==> src/pkg/eac_pkg.sv <==
`default_nettype none
package eac_pkg;

  // ==========================================
  // field positions
  localparam int EAC_MODE_HI = 5;
  localparam int EAC_MODE_LO = 3;
  localparam int EAC_REG_HI = 2;
  localparam int EAC_REG_LO = 0;
  localparam int EAC_IX_DA_BIT = 15;
  localparam int EAC_IX_NUM_HI = 14;
  localparam int EAC_IX_NUM_LO = 12;
  localparam int EAC_IX_LONG_BIT = 11;
  localparam int EAC_IX_SCALE_HI = 10;
  localparam int EAC_IX_SCALE_LO = 9;
  localparam int EAC_FULL_BIT = 8;
  localparam int EAC_BASE_SUP_BIT = 7;
  localparam int EAC_IX_SUP_BIT = 6;
  localparam int EAC_BD_HI = 5;
  localparam int EAC_BD_LO = 4;
  localparam int EAC_INDIR_HI = 2;
  localparam int EAC_INDIR_LO = 0;

  // ==========================================
  // mode and submode codes
  localparam logic [2:0] EAC_M_DREG = 3'h0;
  localparam logic [2:0] EAC_M_AREG = 3'h1;
  localparam logic [2:0] EAC_M_IND = 3'h2;
  localparam logic [2:0] EAC_M_POSTINC = 3'h3;
  localparam logic [2:0] EAC_M_PREDEC = 3'h4;
  localparam logic [2:0] EAC_M_DISP = 3'h5;
  localparam logic [2:0] EAC_M_INDEX = 3'h6;
  localparam logic [2:0] EAC_M_SPECIAL = 3'h7;
  localparam logic [2:0] EAC_S_ABS_SHORT = 3'h0;
  localparam logic [2:0] EAC_S_ABS_LONG = 3'h1;
  localparam logic [2:0] EAC_S_PC_DISP = 3'h2;
  localparam logic [2:0] EAC_S_PC_INDEX = 3'h3;
  localparam logic [2:0] EAC_S_IMM = 3'h4;
  localparam logic [2:0] EAC_SP_NUM = 3'h7;
  localparam logic [1:0] EAC_BD_RSVD = 2'h0;
  localparam logic [1:0] EAC_BD_NULL = 2'h1;
  localparam logic [1:0] EAC_BD_WORD = 2'h2;
  localparam logic [1:0] EAC_BD_LONG = 2'h3;

  // ==========================================
  // reset values
  localparam logic [31:0] EAC_ZERO_WORD = 32'h0000_0000;

  // ==========================================
  // types
  typedef enum logic [1:0] {EAC_SZ_BYTE, EAC_SZ_WORD, EAC_SZ_LONG} eac_size_t;
  typedef enum logic [1:0] {EAC_LOC_DREG, EAC_LOC_AREG, EAC_LOC_MEM, EAC_LOC_IMM} eac_loc_t;
  typedef enum logic [3:0] {
    EAC_IMP_NONE, EAC_IMP_STATUS, EAC_IMP_FLOW, EAC_IMP_CALL, EAC_IMP_STACK,
    EAC_IMP_EXCEPTION, EAC_IMP_RET_STATUS, EAC_IMP_UNPRIV_MOVE
  } eac_implicit_t;

  typedef logic [15:0][31:0] eac_regs_t;

  typedef struct packed {
    logic [5:0] ea;
    eac_size_t size;
    logic write;
    logic jump;
    logic supervisor;
    eac_implicit_t implicit_op;
    logic [15:0] ext0;
    logic [15:0] ext1;
    logic [15:0] ext2;
    logic [31:0] ext_addr;
  } eac_req_t;

  typedef struct packed {
    eac_loc_t loc;
    logic [3:0] reg_num;
    logic [31:0] addr;
    logic program_space;
    logic read_only;
    logic [31:0] imm;
    logic [1:0] ext_used;
    logic illegal;
  } eac_res_t;

  typedef struct packed {
    logic en;
    logic [2:0] areg;
    logic [31:0] value;
  } eac_wb_t;

  typedef struct packed {
    logic pc;
    logic sp;
    logic priv_sp;
    logic unpriv_sp;
    logic state_word;
  } eac_imp_t;

endpackage
`default_nettype wire

==> src/rtl/eac_step_unit.sv <==
`timescale 1ns/1ps
`default_nettype none
module eac_step_unit import eac_pkg::*; (
  // operand
  input wire eac_size_t size,
  input wire logic is_sp,
  // amount
  output logic [31:0] step
);
  // ==========================================
  // byte on sp steps two
  assign step = (size == EAC_SZ_LONG) ? 32'h0000_0004 :
                (size == EAC_SZ_WORD || is_sp) ? 32'h0000_0002 : 32'h0000_0001;
endmodule
`default_nettype wire

==> src/rtl/eac_index_unit.sv <==
`timescale 1ns/1ps
`default_nettype none
module eac_index_unit import eac_pkg::*; (
  // extension word and register file
  input wire logic [15:0] ext,
  input wire eac_regs_t regs,
  // scaled index operand
  output logic [31:0] index_operand
);
  // ==========================================
  // data or address register
  wire [3:0] sel = {ext[EAC_IX_DA_BIT], ext[EAC_IX_NUM_HI:EAC_IX_NUM_LO]};
  wire [31:0] raw = regs[sel];
  wire [31:0] sized = ext[EAC_IX_LONG_BIT] ? raw : {{16{raw[15]}}, raw[15:0]};
  // scale by 1 2 4 8
  wire [1:0] scale = ext[EAC_IX_SCALE_HI:EAC_IX_SCALE_LO];
  assign index_operand = sized << scale;
endmodule
`default_nettype wire

==> src/rtl/eac_core.sv <==
// Summary of operation
// - ea field splits into 3-bit mode and register subfields
// - register direct takes one of 16 registers, no memory access
// - plain indirect uses address register unchanged as address
// - postincrement uses register then adds 1, 2 or 4 by size
// - postincrement byte on stack pointer adds two
// - predecrement subtracts 1, 2 or 4 first, then uses result
// - predecrement byte on stack pointer subtracts two
// - displacement mode adds sign-extended 16-bit word to register
// - brief index sums register, sign-extended 8-bit disp and index
// - index bit 15 picks data or address, bits 14:12 number
// - index bit 11 picks sign-extended word or full long
// - index bits 10:9 scale by one, two, four or eight
// - indexed reference is data space except for jumps
// - full format adds base, index and optional sign-extended disp
// - pc displacement uses extension address, program space, reads only
// - pc brief index uses pc as base, program space reads
// - pc full index uses first extension address, read-only program
// - pc full index parts optional; suppressed base gives zero
// - absolute short sign-extends one extension word
// - absolute long joins first word high and second low
// - immediate byte, word, or long from two words high first
// - implicit pc, stack pointers and state word per instruction class
// - mode seven uses register field as submode selector
`timescale 1ns/1ps
`default_nettype none
module eac_core import eac_pkg::*; (
  // clock and reset
  input wire logic clock,
  input wire logic reset,
  input wire logic clock_en,
  // request from decoder
  input wire logic req_valid,
  input wire eac_req_t req,
  // register file read view
  input wire eac_regs_t regs,
  // operand location
  output logic res_valid,
  output eac_res_t res,
  // address register update
  output eac_wb_t wb,
  // implicit registers
  output eac_imp_t imp
);

  // ==========================================
  // field decode
  // mode and register split
  wire [2:0] mode = req.ea[EAC_MODE_HI:EAC_MODE_LO];
  wire [2:0] rsel = req.ea[EAC_REG_HI:EAC_REG_LO];
  wire [31:0] areg = regs[{1'b1, rsel}];
  wire [15:0] ext0 = req.ext0;
  wire [15:0] ext1 = req.ext1;
  wire [15:0] ext2 = req.ext2;
  wire is_sp = (rsel == EAC_SP_NUM);

  // ==========================================
  // displacements
  // sign extend to 32 bits
  wire [31:0] disp16 = {{16{ext0[15]}}, ext0};
  wire [31:0] disp8 = {{24{ext0[7]}}, ext0[7:0]};
  wire [31:0] ext1_sext = {{16{ext1[15]}}, ext1};
  wire [31:0] ext01_long = {ext0, ext1};
  wire [31:0] ext12_long = {ext1, ext2};

  // ==========================================
  // index operand and step size
  wire [31:0] index_operand;
  wire [31:0] step;

  // one index unit serves both the register and the pc based forms
  eac_index_unit u_index (
    .ext(ext0),
    .regs(regs),
    .index_operand(index_operand)
  );

  eac_step_unit u_step (
    .size(req.size),
    .is_sp(is_sp),
    .step(step)
  );

  // ==========================================
  // indexed forms, shared by register and pc base
  wire full_fmt = ext0[EAC_FULL_BIT];
  wire base_sup = full_fmt & ext0[EAC_BASE_SUP_BIT];
  wire index_sup = full_fmt & ext0[EAC_IX_SUP_BIT];
  wire [1:0] bd_size = ext0[EAC_BD_HI:EAC_BD_LO];
  // memory indirection is not supported; any nonzero selector is refused
  wire full_bad = full_fmt & ((bd_size == EAC_BD_RSVD) |
                              (ext0[EAC_INDIR_HI:EAC_INDIR_LO] != 3'h0));
  // absent, word or long base displacement
  wire [31:0] base_disp = (bd_size == EAC_BD_WORD) ? ext1_sext :
                          (bd_size == EAC_BD_LONG) ? ext12_long : EAC_ZERO_WORD;
  wire [1:0] full_words = (bd_size == EAC_BD_WORD) ? 2'h2 :
                          (bd_size == EAC_BD_LONG) ? 2'h3 : 2'h1;
  wire [1:0] index_words = full_fmt ? full_words : 2'h1;
  wire [31:0] idx_disp = full_fmt ? base_disp : disp8;
  wire [31:0] idx_term = index_sup ? EAC_ZERO_WORD : index_operand;
  wire [31:0] areg_base = base_sup ? EAC_ZERO_WORD : areg;
  wire [31:0] pc_base = base_sup ? EAC_ZERO_WORD : req.ext_addr;
  wire [31:0] areg_index_addr = 32'(areg_base + idx_term + idx_disp);
  wire [31:0] pc_index_addr = 32'(pc_base + idx_term + idx_disp);

  // ==========================================
  // plain address forms
  // register unchanged
  wire [31:0] ind_addr = areg;
  wire [31:0] postinc_value = 32'(areg + step);
  // address and update come from one subtractor, so they cannot disagree
  // subtract before use
  wire [31:0] predec_value = 32'(areg - step);
  wire [31:0] disp_addr = 32'(areg + disp16);
  wire [31:0] pc_disp_addr = 32'(req.ext_addr + disp16);
  wire [31:0] abs_short = disp16;
  wire [31:0] abs_long = ext01_long;

  // ==========================================
  // immediate
  // byte, word, long
  wire [31:0] imm_value = (req.size == EAC_SZ_BYTE) ? {24'h00_0000, ext0[7:0]} :
                          (req.size == EAC_SZ_WORD) ? {16'h0000, ext0} : ext01_long;
  wire [1:0] imm_words = (req.size == EAC_SZ_LONG) ? 2'h2 : 2'h1;

  // ==========================================
  // refusals
  // pc-relative and immediate operands sit in the instruction stream, read only
  wire stream_operand = (mode == EAC_M_SPECIAL) &
                        ((rsel == EAC_S_PC_DISP) | (rsel == EAC_S_PC_INDEX) |
                         (rsel == EAC_S_IMM));
  wire bad_write = req.write & stream_operand;

  // ==========================================
  // operand location select
  eac_res_t next_res;
  eac_wb_t next_wb;

  always_comb begin
    next_res = '0;
    next_res.loc = EAC_LOC_MEM;
    next_res.reg_num = {1'b1, rsel};
    next_wb = '0;
    next_wb.areg = rsel;
    case (mode)
      EAC_M_DREG: begin
        next_res.loc = EAC_LOC_DREG;
        next_res.reg_num = {1'b0, rsel};
      end
      EAC_M_AREG: begin
        next_res.loc = EAC_LOC_AREG;
      end
      EAC_M_IND: begin
        next_res.addr = ind_addr;
      end
      EAC_M_POSTINC: begin
        next_res.addr = areg;
        next_wb.en = 1'b1;
        next_wb.value = postinc_value;
      end
      EAC_M_PREDEC: begin
        next_res.addr = predec_value;
        next_wb.en = 1'b1;
        next_wb.value = predec_value;
      end
      EAC_M_DISP: begin
        next_res.addr = disp_addr;
        next_res.ext_used = 2'h1;
      end
      EAC_M_INDEX: begin
        next_res.addr = areg_index_addr;
        next_res.ext_used = index_words;
        next_res.illegal = full_bad;
        next_res.program_space = req.jump;
      end
      EAC_M_SPECIAL: begin
        next_res.reg_num = 4'h0;
        case (rsel)
          EAC_S_ABS_SHORT: begin
            next_res.addr = abs_short;
            next_res.ext_used = 2'h1;
          end
          EAC_S_ABS_LONG: begin
            next_res.addr = abs_long;
            next_res.ext_used = 2'h2;
          end
          EAC_S_PC_DISP: begin
            next_res.addr = pc_disp_addr;
            next_res.ext_used = 2'h1;
            next_res.program_space = 1'b1;
            next_res.read_only = 1'b1;
          end
          EAC_S_PC_INDEX: begin
            next_res.addr = pc_index_addr;
            next_res.ext_used = index_words;
            next_res.program_space = 1'b1;
            next_res.read_only = 1'b1;
            next_res.illegal = full_bad;
          end
          EAC_S_IMM: begin
            next_res.loc = EAC_LOC_IMM;
            next_res.imm = imm_value;
            next_res.ext_used = imm_words;
            next_res.program_space = 1'b1;
            next_res.read_only = 1'b1;
          end
          default: begin
            next_res.illegal = 1'b1;
          end
        endcase
      end
      default: begin
        next_res.illegal = 1'b1;
      end
    endcase
    // a write to a read-only location is refused, and no side effect follows
    if (bad_write) begin
      next_res.illegal = 1'b1;
    end
    if (next_res.illegal) begin
      next_wb.en = 1'b0;
    end
  end

  // ==========================================
  // implicit register references
  // instruction class table
  eac_implicit_t iop;
  assign iop = req.implicit_op;
  wire imp_pc = (iop == EAC_IMP_FLOW) | (iop == EAC_IMP_CALL) |
                (iop == EAC_IMP_RET_STATUS);
  wire imp_sp = (iop == EAC_IMP_CALL) | (iop == EAC_IMP_STACK) |
                (iop == EAC_IMP_RET_STATUS);
  wire imp_word = (iop == EAC_IMP_STATUS) | (iop == EAC_IMP_EXCEPTION) |
                  (iop == EAC_IMP_RET_STATUS);
  // exceptions always stack on the privileged pointer, whatever the mode
  wire imp_priv = (iop == EAC_IMP_EXCEPTION) | (imp_sp & req.supervisor);
  wire imp_unpriv = (iop == EAC_IMP_UNPRIV_MOVE) | (imp_sp & ~req.supervisor);
  eac_imp_t next_imp;
  assign next_imp = '{pc: imp_pc, sp: imp_sp, priv_sp: imp_priv,
                      unpriv_sp: imp_unpriv, state_word: imp_word};

  // ==========================================
  // registered answer, one cycle after the request
  wire take = clock_en & req_valid;

  always_ff @(posedge clock) begin
    if (reset) begin
      res_valid <= 1'b0;
    end else if (clock_en) begin
      res_valid <= req_valid;
    end
  end

  always_ff @(posedge clock) begin
    if (reset) begin
      res <= '0;
    end else if (take) begin
      res <= next_res;
    end
  end

  // implicit flags follow the same take, so they line up with res
  always_ff @(posedge clock) begin
    if (reset) begin
      imp <= '0;
    end else if (take) begin
      imp <= next_imp;
    end
  end

  // update strobe clears on the next enabled cycle, so it holds while clock_en is low and the register file applies it again
  always_ff @(posedge clock) begin
    if (reset) begin
      wb <= '0;
    end else if (take) begin
      wb <= next_wb;
    end else if (clock_en) begin
      wb.en <= 1'b0;
    end
  end

endmodule
`default_nettype wire

==> config.mk <==
export PLATFORM = sky130hd
export DESIGN_NAME = eac_core
export DESIGN_NICKNAME = d
export VERILOG_FILES = /design/src/pkg/eac_pkg.sv /design/src/rtl/eac_step_unit.sv /design/src/rtl/eac_index_unit.sv /design/src/rtl/eac_core.sv
export SDC_FILE = /design/constraint.sdc
export NUM_CORES = 1
export LEC_CHECK = 0
export BUFFER_PORTS_ARGS = -buffer_cell sky130_fd_sc_hd__buf_4
export CAP_MARGIN = 20
export CORE_AREA = 2 2 286 288
export DETAILED_ROUTE_END_ITERATION = 8
export DIE_AREA = 0 0 288 290
export MAX_ROUTING_LAYER = met4
export PLACE_DENSITY_LB_ADDON = 0.08
export SYNTH_ARGS = -nofsm -noshare
export SYNTH_HDL_FRONTEND = slang
export SYNTH_HIERARCHICAL = 1
export SYNTH_SLANG_ARGS = --single-unit
==> constraint.sdc <==
create_clock -name clock -period 6.1 [get_ports clock]
set_input_delay 0.305 -clock clock [delete_from_list [all_inputs] [get_ports clock]]
set_output_delay 0.305 -clock clock [all_outputs]
set_load 0.01 [all_outputs]
# Word level (Yosys, flattened, before mapping)
# Index checks and enable logic that the tools add are counted.
# W data, S select, Z words.
# totals
regBits	117
wordCells	121
input_bits	611
output_inout_bits	117
# classes
order_cmp	2
mux	38
n_bitwise	20
reduce_logical	12
shifts	1
eq_ne	23
addsub	8
# ops
op	n
$mux W32	13
$add A32 B32 Y32	7
$pmux W32 S5	1
$bmux W32 S4	1
$pmux W32 S4	1
$bmux W32 S3	1
$pmux W32 S2	1
$mux W33	1
$shl A32 B2 Y32	1
$sub A32 B32 Y32	1
$eq A3 B3 Y1 const B	6
$eq A4 B3 Y1 const B	4
$eq A3 B2 Y1 const B	4
$mux W2	6
$pmux W2 S3	2
$or A1 B1 Y1	11
$lt A4 B5 Y1 const B	2
$and A1 B1 Y1	8
$eq A4 B2 Y1 const B	2
$pmux W2 S4	1
$pmux W4 S2	1
$eq A2 B2 Y1 const B	3
$eq A3 B1 Y1 const B	2
$logic_not A3 Y1	2
12 further kinds	22

# Longest topological paths before layout
# logic_depth
ltp_word	9
ltp_mapped	24
mapped_depth_nobuf	20

# Modules after synthesis
# The synthesis kept the hierarchy.
# modules_own_cells
module	area_per_inst_um2	seq_area_each_um2	instances	cells_per_inst
eac_core	20264.4	2342.2	1	2624
eac_index_unit	5205.0	0.0	1	454
eac_step_unit	262.8	0.0	1	35

# Worst setup path before layout
# Ideal clock, no wire load.
# synth_path
path_kind	input-to-reg
from	in req[76] (netlist name)
to	reg res[62] (netlist name)
setup_time_ns	0.125
path_buffers	3
setup_slack_ns	0.859
stages	22
required_time_ns	5.975
arrival_time_ns	5.116
cell_sequence	buf_2 -> buf_4 -> buf_2 -> mux4_2 -> mux2i_1 -> a22oi_1 -> nand3_1 -> nor2_1 -> and2_1 -> fa_1 -> ha_1 -> fa_1 -> a21o_1 -> a2111oi_2 -> o21ai_1 -> a21oi_2 -> o21ai_1 -> a221oi_1 -> xor2_1 -> o221ai_1 -> a221oi_1 -> o21ai_1
# synth_via
elab_chain_cells	9
word_cells_on_any_way	13
cone_classes	add/sub (6); shift (1); mux (6)
# synth_lines
element	line_no	text
start, declared	eac_core.sv:34	input wire eac_req_t req,
$bmux W32 S4 (*)	eac_index_unit.sv:13	wire [31:0] raw = regs[sel];
$mux W32 (implied by the code) (*)	eac_index_unit.sv:13	
$mux W32 (*)	eac_index_unit.sv:14	wire [31:0] sized = ext[EAC_IX_LONG_BIT] ? raw : {{16{raw[15]}}, raw[15:0]};
$shl A32 B2 Y32 (*)	eac_index_unit.sv:17	assign index_operand = sized << scale;
net index_operand[1]	eac_core.sv:68	wire [31:0] index_operand;
$mux W32 (*)	eac_core.sv:100	wire [31:0] idx_term = index_sup ? EAC_ZERO_WORD : index_operand;
$add A32 B32 Y32 (2 in a row)	eac_core.sv:104	wire [31:0] pc_index_addr = 32'(pc_base + idx_term + idx_disp);
$pmux W32 S4	eac_core.sv:178	case (rsel)
$pmux W32 S5 (*)	eac_core.sv:145	case (mode)
end signal, assigned	eac_core.sv:259	res <= next_res;
end, declared	eac_core.sv:39	output eac_res_t res,
# The timed path passes the listed nets; every way through them passes the cells marked *. The select of a mux whose other input is x is not followed.
# A chain may end at the register's enable or synchronous reset.

# Worst setup path in the final report
# layout_path
from	in req[76] (netlist name)
to	reg res[68] (netlist name)
# Same word-level chain as after synthesis.

==> reports/metrics.yaml <==
status: "finished, final reports clean"
grt_use_met2_pct: 58.2
layout-drive-gt1-share_pct: 29.8
drtAntennaViolNets: 0
port_buffers: 727
overflow: 0
numCtsBuffers: 17
cts_tree: "yes"
cts_setup_buffers: 0
cp.required_ns: 6.47
crit_arrival_ns: 6.02
cts.sinks: 117
worst_pin_slew_ns: 1.10
grt_util_all_layers_pct: 35.9
h-tree-depth: 4
cpMostUsedCell: "o21ai_1"
power_switching_uw: 3320
grt_max_degree: 64
crit_family: "compound AO/OA/AOI/OAI gates"
critPathLaunchType: "input port"
ys_types: 103
tns_ns: 0
hold_viol_final: 0
dieHeight_um: 290
num-fill-cells: 8453
crit_fanout: 17
synth_warnings: 6
clockRootBuffer: "clkbuf_16"
grtUsageMet3_pct: 4.25
max_slew_margin_pct: 26.1
final.period_utilization_pct: 92.7
p_leak_uw: 0.0142
num_vias: 29100
power.share.clock_pct: 15.3
clk_pin_slew_ns: 0.06
intPower_uw: 3340
hold_class: "input port to register"
dr.pass1.iters: 6
syn-cell-area_mm2: 0.0257
yosysSeqAreaShare_pct: 9.10
gp_congestion: 1.04
postSynthCellCount: 3113
insertion_delay_ns: 0.44
avgRoutedWirePerCell_um: 31.3
finalCriticalPeriod_ns: 5.65
dieArea_mm2: 0.0835
fin_skew_ns: 0
wl_um: 151000
drc: 0
initial_core_util_pct: 32.1
end_kind: "register"
grt_pass1_vias: 28200
cts.path.max_buffers: 2
antenna_found_initial: 34
pwr-share-seq_pct: 12.4
final_nets: 4599
p_comb_share_pct: 72.3
synthArstFlopShare_pct: 0
core_area_mm2: 0.0802
crit_slowest_cell: "a211oi_1"
path_buf_inv: 2
grt_pass1_wl_um: 210000
drt_iter0_drc: 3292
synth_ff_type: "dfxtp_1"
power.density_mw_per_mm2: 203
fmax_mhz: 177
dpl.hpwl_um: 128000
synth_edf_count: 0
rsz0062_at_grt: "false"
p_sw_share_pct: 49.9
whs_ns: 0.150
postCtsHoldBufs: 0
drv_slew: 0
ios: 728
fp-row-count: 104
setup_viol: 0
post_cts_resized: 0
cap_violations: 0
crit_type: "input port to register"
slowest_delay_ns: 0.61
gr-usage-met1_pct: 45.3
die_width_um: 288
area_delta_synth_final_pct: 27.5
path_cells: "buf_6 -> buf_4 -> mux4_2 -> mux2i_1 -> a22oi_1 -> nand2_1 -> mux2i_1 -> and2_1 -> fa_1 -> fa_1 -> a21o_1 -> a2111oi_2 -> o21ai_1 -> a211oi_1 -> o21ai_1 -> a41oi_1 -> o21ai_1 -> xnor2_1 -> nand3_1 -> o211ai_1"
synth_area_per_cell_um2: 8.27
avgViaCountPerCell: 6.01
synth-seq-cells: 117
irDropWorstVdd_mv: 0.218
busiest_layer: "met2"
-- area by class of cell --
| class | instances | area (µm²) | share of cell area [%] |
|---|---|---|---|
| Clock inverter | 14 | 131 | 0.400 |
| Multi-Input combinational cell | 2621 | 21700 | 66.2 |
| Antenna cell | 25 | 62.6 | 0.191 |
| Timing Repair Buffer | 814 | 6170 | 18.8 |
| Inverter | 165 | 619 | 1.89 |
| Tap cell | 1060 | 1330 | 4.04 |
| Clock buffer | 17 | 425 | 1.30 |
| Sequential cell | 117 | 2340 | 7.14 |
-- flip-flops by register name, summed over array words and instances (netlist names) --
register and cells:
imp 5, res 75, res_valid 1, wb 36
-- worst min-delay path, delay by kind of cell --
kind                   cells  cell delay (ns)
and+or+nand+nor            1             0.10
buffers and inverters      1             0.08
AOI/OAI and AO/OA          1             0.06
-- layer usage --
| metal | wire length (µm) | vias to the layer above |
|---|---|---|
| li1 | - | 13000 |
| met1 | 63000 | 14500 |
| met2 | 72900 | 1444 |
| met3 | 9020 | 198 |
| met4 | 6180 | 0 |
| met5 | 0 | - |
-- path summary, 6_finish.rpt --
path	startpoint	endpoint	slack (ns)	depth (start not counted)
hold reg to reg	res[35]	res[35]	0.45	2
setup reg to reg	res[67]	res[67]	4.44	8
hold / removal	req[83]	imp[4]	0.15	3
setup / recovery	req[76]	res[68]	0.45	20
-- cells in the mapped netlist, drive strengths merged, types with 28 or more instances --
cell type,instances,share of area [%]
ha,184,8.9
a211oi,52,1.6
o21ai,167,3.2
fa,68,5.3
and2,47,1.1
nor2b,31,0.76
o21bai,28,0.83
a22oi,72,2.1
nand2b,36,0.88
mux2,40,1.8
mux2i,115,4.5
a21oi,261,5.1
nor3,64,1.3
o211ai,28,0.82
clkbuf,123,1.8
xnor2,100,3.4
a31oi,35,0.85
dfxtp,117,9.1
xor2,45,1.5
mux4,201,18
nand3,49,0.95
nor2,270,3.9
buf,115,2.8
nand2,278,4.1
inv,162,2.4
a221oi,32,1.1
a21o,53,1.5
and3,33,0.80
-- per-stage QoR --
step	setup slack, ns	area, µm²	util, %	std cells	total power, µW
CTS	0.551	32800	40.9	4808	6550
finish	0.447	32800	40.9	4833	6670
detailed placement	0.0919	32200	40.2	4777	5500
floorplan	0.859	25800	-	3141	3920
global route	0.212	32800	40.9	4833	7060
global placement	0.161	32200	40.2	4777	5530
-- kinds of logic (layout without fill, tap and decap cells) --
| logic type | Yosys count | in the layout | synth area share (%) |
|---|---|---|---|
| AO/OA/AOI/OAI | 934 | 934 | 24.1 |
| flip-flops | 117 | 117 | 9.10 |
| buffers and inverters | 403 | 1010 | 6.96 |
| XOR/XNOR | 145 | 145 | 4.94 |
| adder cells (fa/ha/maj) | 253 | 253 | 14.3 |
| AND/OR/NAND/NOR | 904 | 904 | 16.4 |
| other | 1 | 54 | 0.0146 |
| multiplexers | 356 | 356 | 24.1 |
-- power by group through the flow --
stage               Combinational, µW  Clock (µW)  Sequential, µW
global placement                 4690           0             843
detailed placement               4660           0             843
CTS                              4680        1040             826
finish                           4820        1020             825
global route                     5160        1060             828
floorplan                        3070           0             847
-- placed cells by master (no fill, tap or decap), types with 23 or more instances in the layout --
cell type,synthesis,layout
nand3_1,49,49
fa_1,68,68
xor2_1,45,45
nand4_1,26,26
buf_4,37,807
conb_1,1,29
nor3_1,62,62
mux4_2,183,183
a221oi_1,31,31
a31oi_1,35,35
o211ai_1,28,28
nor2b_1,30,29
o22ai_1,26,26
nor2_1,270,266
a22oi_1,72,72
o21a_1,23,23
nand2_1,278,277
mux2i_1,114,114
a21oi_1,257,257
nand2b_1,36,36
inv_1,157,157
a21o_1,53,53
diode_2,0,25
dfxtp_1,117,117
and3_1,33,33
o21bai_1,27,27
xnor2_1,100,100
mux2_2,39,39
and2_1,47,46
a211oi_1,48,48
ha_1,184,184
o21ai_0,136,136
o21ai_1,31,31
(Power assumes the default switching activity.)
